[config.mk]
export PLATFORM = sky130hd
export DESIGN_NAME = fup_flash_unlock_and_protect
export DESIGN_NICKNAME = d
export VERILOG_FILES = /design/src/design/fup_pkg.sv /design/src/design/fup_flash_unlock_and_protect.sv
export VERILOG_INCLUDE_DIRS = /design/src /design/src/design
export SDC_FILE = /design/constraint.sdc
export NUM_CORES = 1
export LEC_CHECK = 0
export BUFFER_PORTS_ARGS = -buffer_cell sky130_fd_sc_hd__buf_4
export CAP_MARGIN = 5
export CORE_MARGIN = 1
export CORE_UTILIZATION = 54
export DETAILED_ROUTE_END_ITERATION = 8
export GPL_ROUTABILITY_DRIVEN = 0
export PLACE_DENSITY_LB_ADDON = 0.08
export SKIP_LAST_GASP = 1
export SYNTH_ARGS = -nofsm -noshare
export SYNTH_HDL_FRONTEND = slang
export SYNTH_SLANG_ARGS = --single-unit
[constraint.sdc]
create_clock -name clk_i -period 5.4 [get_ports clk_i]
set_input_delay 0.27 -clock clk_i [delete_from_list [all_inputs] [get_ports clk_i]]
set_output_delay 0.27 -clock clk_i [all_outputs]
set_load 0.005 [all_outputs]
[src/design/fup_params.svh]
// Offsets, fields, reset values and codes of the flash unlock and protect block
`ifndef FUP_PARAMS_SVH
`define FUP_PARAMS_SVH
`define FUP_ADR_CTRL 4'h0
`define FUP_ADR_PAGE 4'h4
`define FUP_ADR_OPT 4'h8
`define FUP_ADR_STAT 4'hc
`define FUP_KEY1 8'h73
`define FUP_KEY2 8'h8c
`define FUP_CMD_ERASE 8'h95
`define FUP_CMD_SECSEL 8'h5e
`define FUP_CMD_MASS 8'h63
`define FUP_OPT_WP_BIT 0
`define FUP_OPT_HS_BIT 1
`define FUP_RST_SECT 8'h00
`define FUP_RST_PAGE 8'h00
`endif

[src/design/fup_pkg.sv]
// Types of the flash unlock and protect block
package fup_pkg;
    typedef enum logic [2:0] {
        FUP_LOCKED,
        FUP_KEY1_SEEN,
        FUP_KEY2_SEEN,
        FUP_UNLOCKED,
        FUP_PROGRAMMING
    } fup_state_t;
endpackage

[src/design/fup_flash_unlock_and_protect.sv]
// Flash unlock sequencer and sector protection with a Wishbone register port
//
// Functional notes
// Reset always leaves controller locked
// Software: page, 73H, 8CH, same page
// Page mismatch relocks; match activates page
// 95H erases active page if unprotected
// Unknown control value relocks controller
// Mass erase only from debug port
// Unlocked page accepts repeated byte writes
// Control write after programming relocks
// Both options zero block all user writes
// Write protect option one permits all
// Eight sectors, at least one page
// Protected sector refuses program and erase
// Sector protect clears on every reset
// 5EH selects sector protect at page address
// Writing one sets protection, zero ignored
//
// The register offsets and the Wishbone slave port were left to the implementer.
`timescale 1ns/10ps
`default_nettype none
`include "fup_params.svh"

module fup_flash_unlock_and_protect #(
    parameter int PAGE_W = 8,
    parameter int ADDR_W = 16,
    parameter int PAGE_BYTES = 512
) (
    input wire logic clk_i,
    input wire logic rst_i,
    input wire logic wb_cyc_i,
    input wire logic wb_stb_i,
    input wire logic wb_we_i,
    input wire logic [3:0] wb_adr_i,
    input wire logic [3:0] wb_sel_i,
    input wire logic [31:0] wb_dat_i,
    output logic [31:0] wb_dat_o,
    output logic wb_ack_o,
    input wire logic prog_req_i,
    input wire logic [ADDR_W-1:0] prog_addr_i,
    input wire logic [7:0] prog_data_i,
    output logic prog_ok_o,
    output logic prog_strobe_o,
    output logic [ADDR_W-1:0] prog_addr_o,
    output logic [7:0] prog_data_o,
    output logic erase_strobe_o,
    output logic [PAGE_W-1:0] erase_page_o,
    input wire logic dbg_mass_req_i,
    output logic mass_strobe_o
);
    // ----------------------------------------------------------------
    // Geometry
    // ----------------------------------------------------------------
    localparam int PAGE_SH = $clog2(PAGE_BYTES);
    localparam int NUM_PAGES = 1 << (ADDR_W - PAGE_SH);
    localparam int SECT_PAGES = (NUM_PAGES >= 8) ? NUM_PAGES / 8 : 1;
    localparam int NUM_SECT = (NUM_PAGES >= 8) ? 8 : NUM_PAGES;
    localparam int SECT_SH = $clog2(SECT_PAGES);

    if (PAGE_W < 1 || PAGE_W > 8 || ADDR_W <= PAGE_SH || (ADDR_W - PAGE_SH) > PAGE_W
        || PAGE_BYTES != (1 << PAGE_SH))
    begin : g_geom_bad
        $error("fup: unsupported geometry");
    end

    // ----------------------------------------------------------------
    // Register decode
    // ----------------------------------------------------------------
    fup_pkg::fup_state_t state_r;
    logic ack_r;
    logic [PAGE_W-1:0] page_r;
    logic [PAGE_W-1:0] active_page_r;
    logic [7:0] sect_prot_r;
    logic sect_sel_r;
    logic [1:0] opt_r;
    logic [7:0] err_r;
    logic wr_go;
    logic rd_go;
    logic ctrl_wr;
    logic page_wr;
    logic [7:0] wdat;
    logic user_ok;
    logic [2:0] act_sect;
    logic [2:0] prog_sect;
    logic [PAGE_W-1:0] prog_page;

    // Writes land at the edge that carries the acknowledge
    assign wr_go = wb_cyc_i && wb_stb_i && ack_r && wb_we_i && wb_sel_i[0];
    assign rd_go = wb_cyc_i && wb_stb_i && !ack_r && !wb_we_i;
    assign ctrl_wr = wr_go && wb_adr_i == `FUP_ADR_CTRL;
    assign page_wr = wr_go && wb_adr_i == `FUP_ADR_PAGE;
    assign wdat = wb_dat_i[7:0];
    assign wb_ack_o = ack_r;

    // Write protect option opens all; otherwise user code is shut out
    assign user_ok = opt_r[`FUP_OPT_WP_BIT]; // see R9

    // Sector of a page
    assign act_sect = 3'((active_page_r >> SECT_SH) % NUM_SECT);
    assign prog_page = PAGE_W'(prog_addr_i >> PAGE_SH);
    assign prog_sect = 3'((prog_page >> SECT_SH) % NUM_SECT);

    always_ff @(posedge clk_i)
    begin
        if (rst_i)
            ack_r <= 1'b0;
        else
            ack_r <= wb_cyc_i && wb_stb_i && !ack_r;
    end

    always_ff @(posedge clk_i)
    begin
        if (rst_i)
            wb_dat_o <= 32'h0;
        else if (rd_go)
        begin
            case (wb_adr_i)
                `FUP_ADR_PAGE: wb_dat_o <= sect_sel_r ? {24'h0, sect_prot_r} : 32'(page_r);
                `FUP_ADR_OPT: wb_dat_o <= {30'h0, opt_r};
                `FUP_ADR_STAT: wb_dat_o <= {8'h0, 8'(active_page_r), err_r, 5'h0, 3'(state_r)};
                default: wb_dat_o <= 32'h0;
            endcase
        end
    end

    // ----------------------------------------------------------------
    // Option bits
    // ----------------------------------------------------------------
    always_ff @(posedge clk_i)
    begin
        if (rst_i)
            opt_r <= 2'h0;
        else if (wr_go && wb_adr_i == `FUP_ADR_OPT)
            opt_r <= wdat[1:0];
    end

    // ----------------------------------------------------------------
    // Sector protect and page select
    // ----------------------------------------------------------------
    always_ff @(posedge clk_i)
    begin
        if (rst_i)
            sect_sel_r <= 1'b0;
        else if (ctrl_wr)
            sect_sel_r <= wdat == `FUP_CMD_SECSEL;
    end

    always_ff @(posedge clk_i)
    begin
        if (rst_i)
            sect_prot_r <= `FUP_RST_SECT;
        else if (page_wr && sect_sel_r)
            sect_prot_r <= sect_prot_r | wdat; // see R12
    end

    always_ff @(posedge clk_i)
    begin
        if (rst_i)
            page_r <= PAGE_W'(`FUP_RST_PAGE);
        else if (page_wr && !sect_sel_r)
            page_r <= wdat[PAGE_W-1:0];
    end

    // ----------------------------------------------------------------
    // Unlock sequencer
    // ----------------------------------------------------------------
    always_ff @(posedge clk_i)
    begin
        if (rst_i)
        begin
            state_r <= fup_pkg::FUP_LOCKED;
            active_page_r <= '0;
        end
        else if (ctrl_wr)
        begin
            case (state_r)
                fup_pkg::FUP_LOCKED, fup_pkg::FUP_KEY2_SEEN:
                    state_r <= (wdat == `FUP_KEY1) ? fup_pkg::FUP_KEY1_SEEN : fup_pkg::FUP_LOCKED;
                fup_pkg::FUP_KEY1_SEEN:
                    state_r <= (wdat == `FUP_KEY2) ? fup_pkg::FUP_KEY2_SEEN : fup_pkg::FUP_LOCKED;
                fup_pkg::FUP_UNLOCKED:
                    state_r <= fup_pkg::FUP_LOCKED; // see R4
                fup_pkg::FUP_PROGRAMMING:
                    state_r <= fup_pkg::FUP_LOCKED;
                default:
                    state_r <= fup_pkg::FUP_LOCKED;
            endcase
        end
        else if (page_wr && !sect_sel_r && state_r == fup_pkg::FUP_KEY2_SEEN)
        begin
            if (wdat[PAGE_W-1:0] == page_r)
            begin
                state_r <= fup_pkg::FUP_UNLOCKED;
                active_page_r <= page_r;
            end
            else
                state_r <= fup_pkg::FUP_LOCKED;
        end
        else if (prog_ok_o && state_r == fup_pkg::FUP_UNLOCKED)
            state_r <= fup_pkg::FUP_PROGRAMMING;
    end

    // ----------------------------------------------------------------
    // Program, erase and mass erase
    // ----------------------------------------------------------------
    assign prog_ok_o = prog_req_i && user_ok && prog_page == active_page_r
        && (state_r == fup_pkg::FUP_UNLOCKED || state_r == fup_pkg::FUP_PROGRAMMING)
        && !sect_prot_r[prog_sect]; // see R7

    always_ff @(posedge clk_i)
    begin
        if (rst_i)
        begin
            prog_strobe_o <= 1'b0;
            prog_addr_o <= '0;
            prog_data_o <= 8'h0;
            erase_strobe_o <= 1'b0;
            erase_page_o <= '0;
            mass_strobe_o <= 1'b0;
            err_r <= 8'h0;
        end
        else
        begin
            prog_strobe_o <= prog_ok_o;
            if (prog_ok_o)
            begin
                prog_addr_o <= prog_addr_i;
                prog_data_o <= prog_data_i;
            end
            erase_strobe_o <= ctrl_wr && wdat == `FUP_CMD_ERASE && state_r == fup_pkg::FUP_UNLOCKED
                && user_ok && !sect_prot_r[act_sect]; // see R4
            erase_page_o <= active_page_r;
            mass_strobe_o <= dbg_mass_req_i && sect_prot_r == 8'h00; // see R6
            if (ctrl_wr && wdat == `FUP_CMD_MASS)
                err_r <= err_r + 8'h1;
        end
    end
endmodule
`default_nettype wire

## Word level (Yosys, flattened, before mapping)

Index checks and enable logic that the tools add are counted.

| word-level totals | value |
|---|---|
| memory bits (writable) | 0 |
| input port bits | 71 |
| bits in read-only memories | 0 |
| output and inout bits | 69 |
| register bits | 106 |
| memories | 0 |
| word-level logic and storage cells | 82 |
| bits in latches | 0 |

| cells by class | value |
|---|---|
| reductions and logical operators | 35 |
| multiplexer cells | 13 |
| bitwise operators | 2 |
| divide/modulo/power cells | 0 |
| equal/unequal tests | 14 |
| multiply operators | 0 |
| $lt $le $gt $ge | 2 |
| $add $sub $neg | 1 |
| shift operators | 0 |

Operators with widths:

| cell | count |
|---|---|
| $pmux W24 S3 | 1 |
| $eq A8 B7 Y1 const B | 3 |
| $logic_and A1 B1 Y1 | 23 |
| $eq A8 B8 Y1 const B | 2 |
| $mux W3 | 3 |
| $add A8 B1 Y8 const B | 1 |
| $eq A4 B4 Y1 const B | 2 |
| $eq A7 B8 Y1 | 1 |
| $eq A8 B8 Y1 | 1 |
| $logic_not A8 Y1 | 1 |
| $lt A3 B4 Y1 const B | 2 |
| $mux W8 | 1 |
| $or A8 B8 Y8 | 1 |
| $bmux W1 S3 | 2 |
| $eq A3 B2 Y1 const B | 2 |
| $logic_not A1 Y1 | 5 |
| $eq A4 B3 Y1 const B | 1 |
| $logic_not A4 Y1 | 1 |
| $mux W2 | 2 |
| $pmux W2 S2 | 1 |
| $eq A3 B1 Y1 const B | 1 |
| $eq A3 B3 Y1 const B | 1 |
| $logic_not A3 Y1 | 1 |
| $mux W1 | 3 |
| 5 further kinds | 5 |

## Depth between registers and ports, before layout

Gate-level depths: netlist (run 1).

| depth | value |
|---|---|
| depth in word-level cells | 9 |
| gate-level depth with buffers | 7 |
| gate-level depth less buffers | 5 |

## Worst setup path after synthesis (run 1)

Ideal clock, no wire load.

| timing path | value |
|---|---|
| path kind | register to register |
| start point | register state_r[2] |
| end point | register active_page_r[7] |
| cell stages (with the launch flop) | 5 |
| setup slack | 3.531 ns |
| buffers on the path | 0 |
| arrival time | 1.741 ns |
| required time | 5.272 ns |
| period minus slack after synthesis | 1.869 ns |
| setup time | 0.128 ns |
| path through | dfxtp_1 -> or4b_4 -> nor4_4 -> mux2i_1 -> nor2_1 |

| between the ends | value |
|---|---|
| cells in the longest elaborated chain, start to end | 3 |

Ends and longest elaborated chain:

| item | RTL line | text |
|---|---|---|
| from (decl) | fup_flash_unlock_and_protect.sv:70 | `fup_pkg::fup_state_t state_r;` |
| from (signal assigned) | fup_flash_unlock_and_protect.sv:172 | `state_r <= fup_pkg::FUP_LOCKED;` |
| from (signal assigned) | fup_flash_unlock_and_protect.sv:179 | `` state_r <= (wdat == `FUP_KEY1) ? fup_pkg::FUP_KEY1_SEEN : fup_pkg::FUP_LOCKED; `` |
| from (signal assigned) | fup_flash_unlock_and_protect.sv:181 | `` state_r <= (wdat == `FUP_KEY2) ? fup_pkg::FUP_KEY2_SEEN : fup_pkg::FUP_LOCKED; `` |
| $eq A3 B2 Y1 | fup_flash_unlock_and_protect.sv:190 | `else if (page_wr && !sect_sel_r && state_r == fup_pkg::FUP_KEY2_SEEN)` |
| $logic_and A1 B1 Y1 | fup_flash_unlock_and_protect.sv:190 |  |
| $reduce_and A3 Y1 (no line) | -- |  |
| to (signal assigned) | fup_flash_unlock_and_protect.sv:195 | `active_page_r <= page_r;` |
| to (decl) | fup_flash_unlock_and_protect.sv:73 | `logic [PAGE_W-1:0] active_page_r;` |

No other way between the ends.
A chain may end at the register's enable or synchronous reset.

## Worst setup path in the final report (run 1)

| timing path | value |
|---|---|
| start point | register active_page_r[6] |
| end point | output port prog_ok_o |

| between the ends | value |
|---|---|
| cells in the longest elaborated chain, start to end | 4 |

Ends and longest elaborated chain:

| item | RTL line | text |
|---|---|---|
| $eq A7 B8 Y1 | fup_flash_unlock_and_protect.sv:207 | `assign prog_ok_o = prog_req_i && user_ok && prog_page == active_page_r` |
| $logic_and A1 B1 Y1 | fup_flash_unlock_and_protect.sv:207 |  |
| $logic_and A1 B1 Y1 | fup_flash_unlock_and_protect.sv:208 | `&& (state_r == fup_pkg::FUP_UNLOCKED \|\| state_r == fup_pkg::FUP_PROGRAMMING)` |
| $logic_and A1 B1 Y1 | fup_flash_unlock_and_protect.sv:209 | `&& !sect_prot_r[prog_sect];` |
| to (decl) | fup_flash_unlock_and_protect.sv:43 | `output logic prog_ok_o,` |

No other way between the ends.

==> impl_metrics.env, run 1 <==
export IMPL_multi_input_area_sq_mm=0.00207
export IMPL_min_to="prog_data_o[2]"
export IMPL_hold_buffers=0
export IMPL_num_rows=31
export IMPL_synth_area_top_cells="dfxtp_1 47%, nor2_1 5.7%, mux2i_1 5.0%"
export IMPL_total_leakage_power_uw=0.00205
export IMPL_power_uw=1300
export IMPL_pin_count=140
export IMPL_antenna_left=0
export IMPL_hpwlAfterDp_um=7090
export IMPL_cp_end_kind="output port"
export IMPL_clk_latency_ns=0.35
export IMPL_min_delay_start="prog_data_i[2]"
export IMPL_wl_um=9870
export IMPL_vias=3638
export IMPL_num_antenna_cells=0
export IMPL_grt_ovfl_total=0
export IMPL_skew_ns=0.0106
export IMPL_clk_pin_slew_ns=0.10
export IMPL_floorplan_initialDensity=0.568
export IMPL_reg2reg_from="active_page_r[6]"
export IMPL_htreeDepth=3
export IMPL_peakVddDrop_mv=0.175
export IMPL_status="complete, no violations"
export IMPL_maxCapViolCount=0
export IMPL_postCtsResizedCells=0
export IMPL_hold_violations=0
export IMPL_post_cts_buffers=0
export IMPL_fin_crit_sh=0.569
export IMPL_critical_path_class="flip-flop to output port"
export IMPL_p_switching_uw=287
export IMPL_clkPwrFrac=0.390
export IMPL_drive_gt1_frac=0.257
export IMPL_synthToLayoutAreaGrowth_pct=23.5
export IMPL_setup_violations=0
export IMPL_synth_top_area_frac=0.468
export IMPL_coreArea_sq_mm=0.00737
export IMPL_drc_errors=0
export IMPL_rsz0062_at_grt="no"
export IMPL_post_place_ws_ns=2.73
export IMPL_ys_seq_area_frac=0.468
export IMPL_synth_seq_cells=98
export IMPL_p_comb_frac=0.055
export IMPL_antenna_found_initial=0
export IMPL_routedWlPerCell_um=15.3
export IMPL_ys_flop_type="dfxtp_1"
export IMPL_root_buffer="clkbuf_8"
export IMPL_hold_path_class="primary input to flip-flop"
export IMPL_fp_dieW_um=90.1
export IMPL_nNetsFinal=615
export IMPL_path_max_fanout=25
export IMPL_grt_pass1_vias=3296
export IMPL_die_area_sq_mm=0.00811
export IMPL_synth_warnings=0
export IMPL_synth_edf_count=0
export IMPL_p_int_uw=1020
export IMPL_r2r_end="prog_strobe_o"
export IMPL_start_kind="flip-flop"
export IMPL_switching_share=0.220
export IMPL_fin_setup_tns_ns=0
export IMPL_reg2reg_depth=5
export IMPL_synthDistinctLibCells=51
export IMPL_io_buffers=104
export IMPL_nFillCells=612
export IMPL_timing_slew_headroom=0.321
export IMPL_regArea_sq_mm=0.00196
export IMPL_vias_per_cell=5.62
export IMPL_clock_sinks=98
export IMPL_cp_required_ns=5.13
export IMPL_synthesis_area_sq_mm=0.00419
export IMPL_reg2reg_slack_ns=2.87
export IMPL_tightest_slew_ns=1.02
export IMPL_period_needed_ns=3.07
export IMPL_hold_depth=3
export IMPL_pwr_share_seq=0.555
export IMPL_cts_buffers=9
export IMPL_die_h_um=90.1
export IMPL_grt_usage=0.246
export IMPL_worst_slack_ns=2.33
export IMPL_async_reset_ff_frac=0
export IMPL_finalMaxSlewViolations=0
export IMPL_pwr_density_cell_mw_per_mm2=252
export IMPL_clock_fmax_mhz=326
export IMPL_syn_inst=458
export IMPL_grt_first_pass_wirelength_um=16200
export IMPL_tritoncts="yes"
export IMPL_crit_arrival_ns=2.80
export IMPL_utilization=0.702
export IMPL_drt_iter0_drc=209
export IMPL_grt_max_degree=99
export IMPL_dpl_cell_count=631
export IMPL_yosysTopAreaCell="dfxtp_1"
export IMPL_drt_first_pass_iters=5
export IMPL_final_cell_count_no_fill=647
export IMPL_clockBufferDepth=2
export IMPL_syn_avg_cell_area_sq_um=9.14
==> area by class of cell <==
type,instances,share of cell area
clock buffer,10,0.0247
clock inverter,6,0.0177
inverter,1,0.000726
multi-input combinational,328,0.401
sequential,98,0.379
tap,99,0.0240
timing repair buffer,105,0.152
==> cells in the final DEF (no fill, tap or decap), types with 3 or more instances in the layout <==
master | Yosys | layout
mux4_2 | 4 | 4
nor4bb_1 | 5 | 5
mux2_2 | 6 | 6
and4b_1 | 4 | 4
nand3b_1 | 3 | 3
buf_4 | 8 | 105
xnor2_1 | 8 | 8
clkbuf_8 | 0 | 9
conb_1 | 1 | 8
nor4_1 | 5 | 5
and3_1 | 6 | 6
clkinv_4 | 0 | 3
mux2i_1 | 21 | 21
dfxtp_1 | 98 | 98
nand4_1 | 6 | 6
nor3_1 | 6 | 6
xor2_1 | 12 | 12
nand2_1 | 34 | 34
a22oi_1 | 23 | 23
nand3_1 | 31 | 31
nor2_1 | 64 | 64
a21oi_1 | 36 | 36
nor2b_1 | 11 | 11
==> sequential cells by signal, summed over array words and instances (netlist names) <==
name	flops
sect_sel_r	1
wb_ack_o	1
state_r	3
mass_strobe_o	1
prog_data_o	8
opt_r	2
prog_addr_o	16
wb_dat_o	24
erase_strobe_o	1
sect_prot_r	8
page_r	8
err_r	8
erase_page_o	8
prog_strobe_o	1
active_page_r	8
==> worst max-delay path by stage <==
stage | start | cells past startpoint | slack, ns | to
2_1_floorplan | state_r[2] | 4 | 3.53 | active_page_r[7]
3_3_place_gp | active_page_r[6] | 5 | 2.80 | prog_ok_o
3_5_place_dp | active_page_r[6] | 5 | 2.73 | prog_ok_o
4_1_cts | active_page_r[6] | 5 | 2.34 | prog_ok_o
5_1_grt | active_page_r[6] | 5 | 2.09 | prog_ok_o
6_report | active_page_r[6] | 5 | 2.33 | prog_ok_o
==> synth_stat cells (2+ instances only) <==
master and instances:
a21oi_1 36, or3_1 2, a221oi_1 2, mux2i_1 21, and2_1 2, buf_2 5
nand4_1 6, nand2_1 34, o21ai_0 2, and4_1 2, buf_4 8, clkbuf_1 24
and4b_1 4, nor2b_1 11, nand3b_1 3, nand4b_1 2, nor4_1 5, mux2_2 6
nor2_1 64, nor3b_1 2, a22oi_1 23, nor4bb_1 5, nor3_1 6, dfxtp_1 98
xnor2_1 8, a211oi_1 2, and3_1 6, mux4_2 4, xor2_1 12, o2111ai_1 2
nand3_1 31
==> metrics by stage <==
stage | hold WS, ns | cell area (sq um)
global placement | 0.439 | 4950
finish | 0.173 | 5170
floorplan | 0.403 | 4210
CTS | 0.157 | 5170
global route | 0.163 | 5170
detailed placement | 0.444 | 4950
==> critical path, stage by stage (launching register included) <==
cell and delay (ns):
dfxtp_1 0.52, xor2_1 0.11, nor4_1 0.60, and3_1 0.87, and2_1 0.25, buf_4 0.11
==> metal layers <==
metal	part of all wire	up-vias	global-route usage	routed length, um
met1	0.46	1726	0.339	4550
met2	0.46	118	0.394	4590
met5	0	-	0	0
li1	-	1779	-	-
met4	0.017	0	0.0914	166
met3	0.057	15	0.0347	565
==> power by group through the flow <==
stage          Clock, uW  Combinational (uW)  Sequential [uW]
3_5_place_dp           0                71.1              742
4_1_cts              519                71.2              725
2_1_floorplan          0                37.3              741
6_report             509                71.5              725
3_3_place_gp           0                70.1              741
5_1_grt              548                77.7              725
==> cell families (layout without fill, tap and decap cells) <==
group                      count (synthesis)  in the layout  share of synthesized area
DFF                                       98             98                      0.468
and+or+nand+nor                          195            195                      0.244
adders and majority gates                  1              1                    0.00299
muxes                                     31             31                     0.0878
xor gates and xnor gates                  20             20                     0.0418
other                                      1              8                   0.000895
buffers and inverters                     39            122                     0.0439
AOI/OAI and AO/OA                         73             73                      0.111
No activity file was read; power rests on OpenSTA's default activity.
==> run 2: changes to the inputs <==
- ABC_AREA: not set -> 1
- CORE_UTILIZATION: 54 -> 51
- clock period: 5.4 -> 2.9 ns (I/O delays scaled with it)
==> impl_metrics.env, run 2 <==
export IMPL_status="complete, no violations"
export IMPL_cts_buffers=9
export IMPL_p_switching_uw=582
export IMPL_hold_violations=0
export IMPL_drt_first_pass_iters=5
export IMPL_crit_chain="inv_2 > nand2_1 > nand2_1 > nor2_2 > nand3_2 > nor2_4 > nand2_4 > inv_4 > buf_4"
export IMPL_yosysMostFrequentCell="nand2_1"
export IMPL_synth_top_area_frac=0.443
export IMPL_cp_end_kind="output port"
export IMPL_grt_pass1_vias=3874
export IMPL_max_stage_delay_ns=0.46
export IMPL_num_antenna_cells=0
export IMPL_post_cts_buffers=0
export IMPL_num_rows=33
export IMPL_timing_slew_headroom=0.605
export IMPL_floorplan_initialDensity=0.534
export IMPL_setup_violations=0
export IMPL_worst_path_buf_inv=3
export IMPL_die_h_um=95.2
export IMPL_antenna_left=0
export IMPL_peakVddDrop_mv=0.260
export IMPL_grt_max_degree=54
export IMPL_wl_um=11100
export IMPL_grt_ovfl_total=0
export IMPL_mostFrequentLayoutCell="nand2_1"
export IMPL_synth_edf_count=0
export IMPL_synth_xor_area_frac=0.0218
export IMPL_finalMaxSlewViolations=0
export IMPL_fin_setup_tns_ns=0
export IMPL_hpwlAfterDp_um=8150
export IMPL_yosys_top_cells_count="139 x nand2_1, 98 x dfxtp_1, 73 x nor2_1, 62 x a21oi_1, 47 x inv_1"
export IMPL_grt_usage=0.256
export IMPL_total_leakage_power_uw=0.00220
export IMPL_die_area_sq_mm=0.00906
export IMPL_p_comb_frac=0.065
export IMPL_routedWlPerCell_um=13.7
export IMPL_async_reset_ff_frac=0
export IMPL_top_register="wb_dat_o"
export IMPL_synth_compound_area_share=0.149
export IMPL_drc_errors=0
export IMPL_pin_count=140
export IMPL_synth_warnings=0
export IMPL_clk_pin_slew_ns=0.10
export IMPL_clock_sinks=98
export IMPL_ys_flop_type="dfxtp_1"
export IMPL_hold_path_class="primary input to flip-flop"
export IMPL_crit_top_cell="nand2_1"
export IMPL_synthDistinctLibCells=36
export IMPL_antenna_found_initial=0
export IMPL_rsz0062_at_grt="no"
export IMPL_nNetsFinal=775
export IMPL_synthToLayoutAreaGrowth_pct=21.6
export IMPL_p_int_uw=1810
export IMPL_synth_fa_ha_area_frac=0.00282
export IMPL_synth_top_family_by_area="simple AND/OR/NAND/NOR gates"
export IMPL_fp_dieW_um=95.2
export IMPL_slowest_stage="dfxtp_1"
export IMPL_ys_seq_area_frac=0.443
export IMPL_top_regs="wb_dat_o: 24 flops, prog_addr_o: 16 flops"
export IMPL_power_uw=2390
export IMPL_coreArea_sq_mm=0.00830
export IMPL_grt_first_pass_wirelength_um=18000
export IMPL_vias=4196
export IMPL_io_buffers=104
export IMPL_cp_required_ns=2.76
export IMPL_final_cell_mix="139 x nand2_1, 106 x buf_4, 98 x dfxtp_1"
export IMPL_htreeDepth=3
export IMPL_clockBufferDepth=2
export IMPL_syn_inst=609
export IMPL_maxCapViolCount=0
export IMPL_pwr_density_cell_mw_per_mm2=444
export IMPL_hold_slack_ns=0.0144
export IMPL_critical_path_class="flip-flop to output port"
export IMPL_synth_area_top_cells="dfxtp_1 44%, nand2_1 12%, a21oi_1 7.0%"
export IMPL_yosys_area_share_simple=0.287
export IMPL_drive_gt1_frac=0.218
export IMPL_drt_iter0_drc=263
export IMPL_pwr_share_seq=0.564
export IMPL_root_buffer="clkbuf_8"
export IMPL_clock_fmax_mhz=499
export IMPL_fin_crit_sh=0.691
export IMPL_clk_latency_ns=0.37
export IMPL_period_needed_ns=2.00
export IMPL_crit_family="simple AND/OR/NAND/NOR gates"
export IMPL_hold_buffers=0
export IMPL_vias_per_cell=5.17
export IMPL_path_max_fanout=24
export IMPL_worst_slack_ns=0.895
export IMPL_skew_ns=0.0151
export IMPL_synth_seq_cells=98
export IMPL_yosysTopAreaCell="dfxtp_1"
export IMPL_tritoncts="yes"
export IMPL_crit_arrival_ns=1.86
export IMPL_synthesis_area_sq_mm=0.00443
export IMPL_largest_register_ffs=24
export IMPL_start_kind="flip-flop"
export IMPL_reg2reg_slack_ns=1.00
export IMPL_postCtsResizedCells=0
export IMPL_syn_avg_cell_area_sq_um=7.27
export IMPL_post_place_ws_ns=1.03
export IMPL_tightest_slew_ns=0.589
export IMPL_switching_share=0.243
export IMPL_clkPwrFrac=0.372
export IMPL_synthMuxAreaShare=0
run 2: changes by cell type in the layout (fill, tap and decap cells not counted), sizes merged, moves of 21 or more:
| cell | delta |
|---|---|
| a22oi | -23 |
| nand2 | +109 |
| o21ai | +46 |
| a21oi | +26 |
| mux2i | -21 |
| inv | +63 |
run 2: kinds of logic (layout without fill, tap and decap cells):
logic type / Yosys count / count (layout)
fa+ha+maj: 1 / 1
xor+xnor: 11 / 11
flops: 98 / 98
buf+inv: 92 / 182
other cells: 1 / 8
compound gates: 122 / 122
simple gates: 284 / 284
run 2: power groups by stage:
stage          sequential [uW]  combinational [uW]  clock [uW]
2_1_floorplan             1380                83.0           0
3_3_place_gp              1380                 152           0
3_5_place_dp              1380                 154           0
4_1_cts                   1350                 155         902
5_1_grt                   1350                 171         959
6_report                  1350                 155         888
run 2: metal layers:
| metal | global-route usage | vias up | share of wire |
|---|---|---|---|
| li1 | - | 2140 | - |
| met1 | 0.326 | 1885 | 0.44 |
| met2 | 0.436 | 151 | 0.48 |
| met3 | 0.0415 | 20 | 0.064 |
| met4 | 0.0884 | 0 | 0.018 |
| met5 | 0 | - | 0 |
run 2: worst paths after layout:
check                   start               end  cells past startpoint
max reg2reg          wb_ack_o  active_page_r[4]                      9
max          active_page_r[4]         prog_ok_o                      9
min reg2reg  active_page_r[7]  active_page_r[7]                      2
min            prog_data_i[6]    prog_data_o[6]                      3
run 2: cell type report:
cell class	instances	area (sq um)
fillers	781	2910
multi-input cells	426	2070
flip-flops and latches	98	1960
repair buffers	106	796
inverters	62	238
well taps	105	131
clock buffers	9	124
clock inverters	5	63.8
run 2: per-stage QoR:
step           area [sq um]  std cells  utilization
2_1_floorplan          4460        616            -
3_3_place_gp           5200        797        0.626
5_1_grt                5390        811        0.649
6_report               5390        811        0.649
4_1_cts                5390        811        0.649
3_5_place_dp           5200        797        0.626
run 2: worst min-delay path: cells and delay by family:
kind / cells / cell delay (ns)
buf+inv: 1 / 0.08
compound gates: 1 / 0.05
simple gates: 1 / 0.07
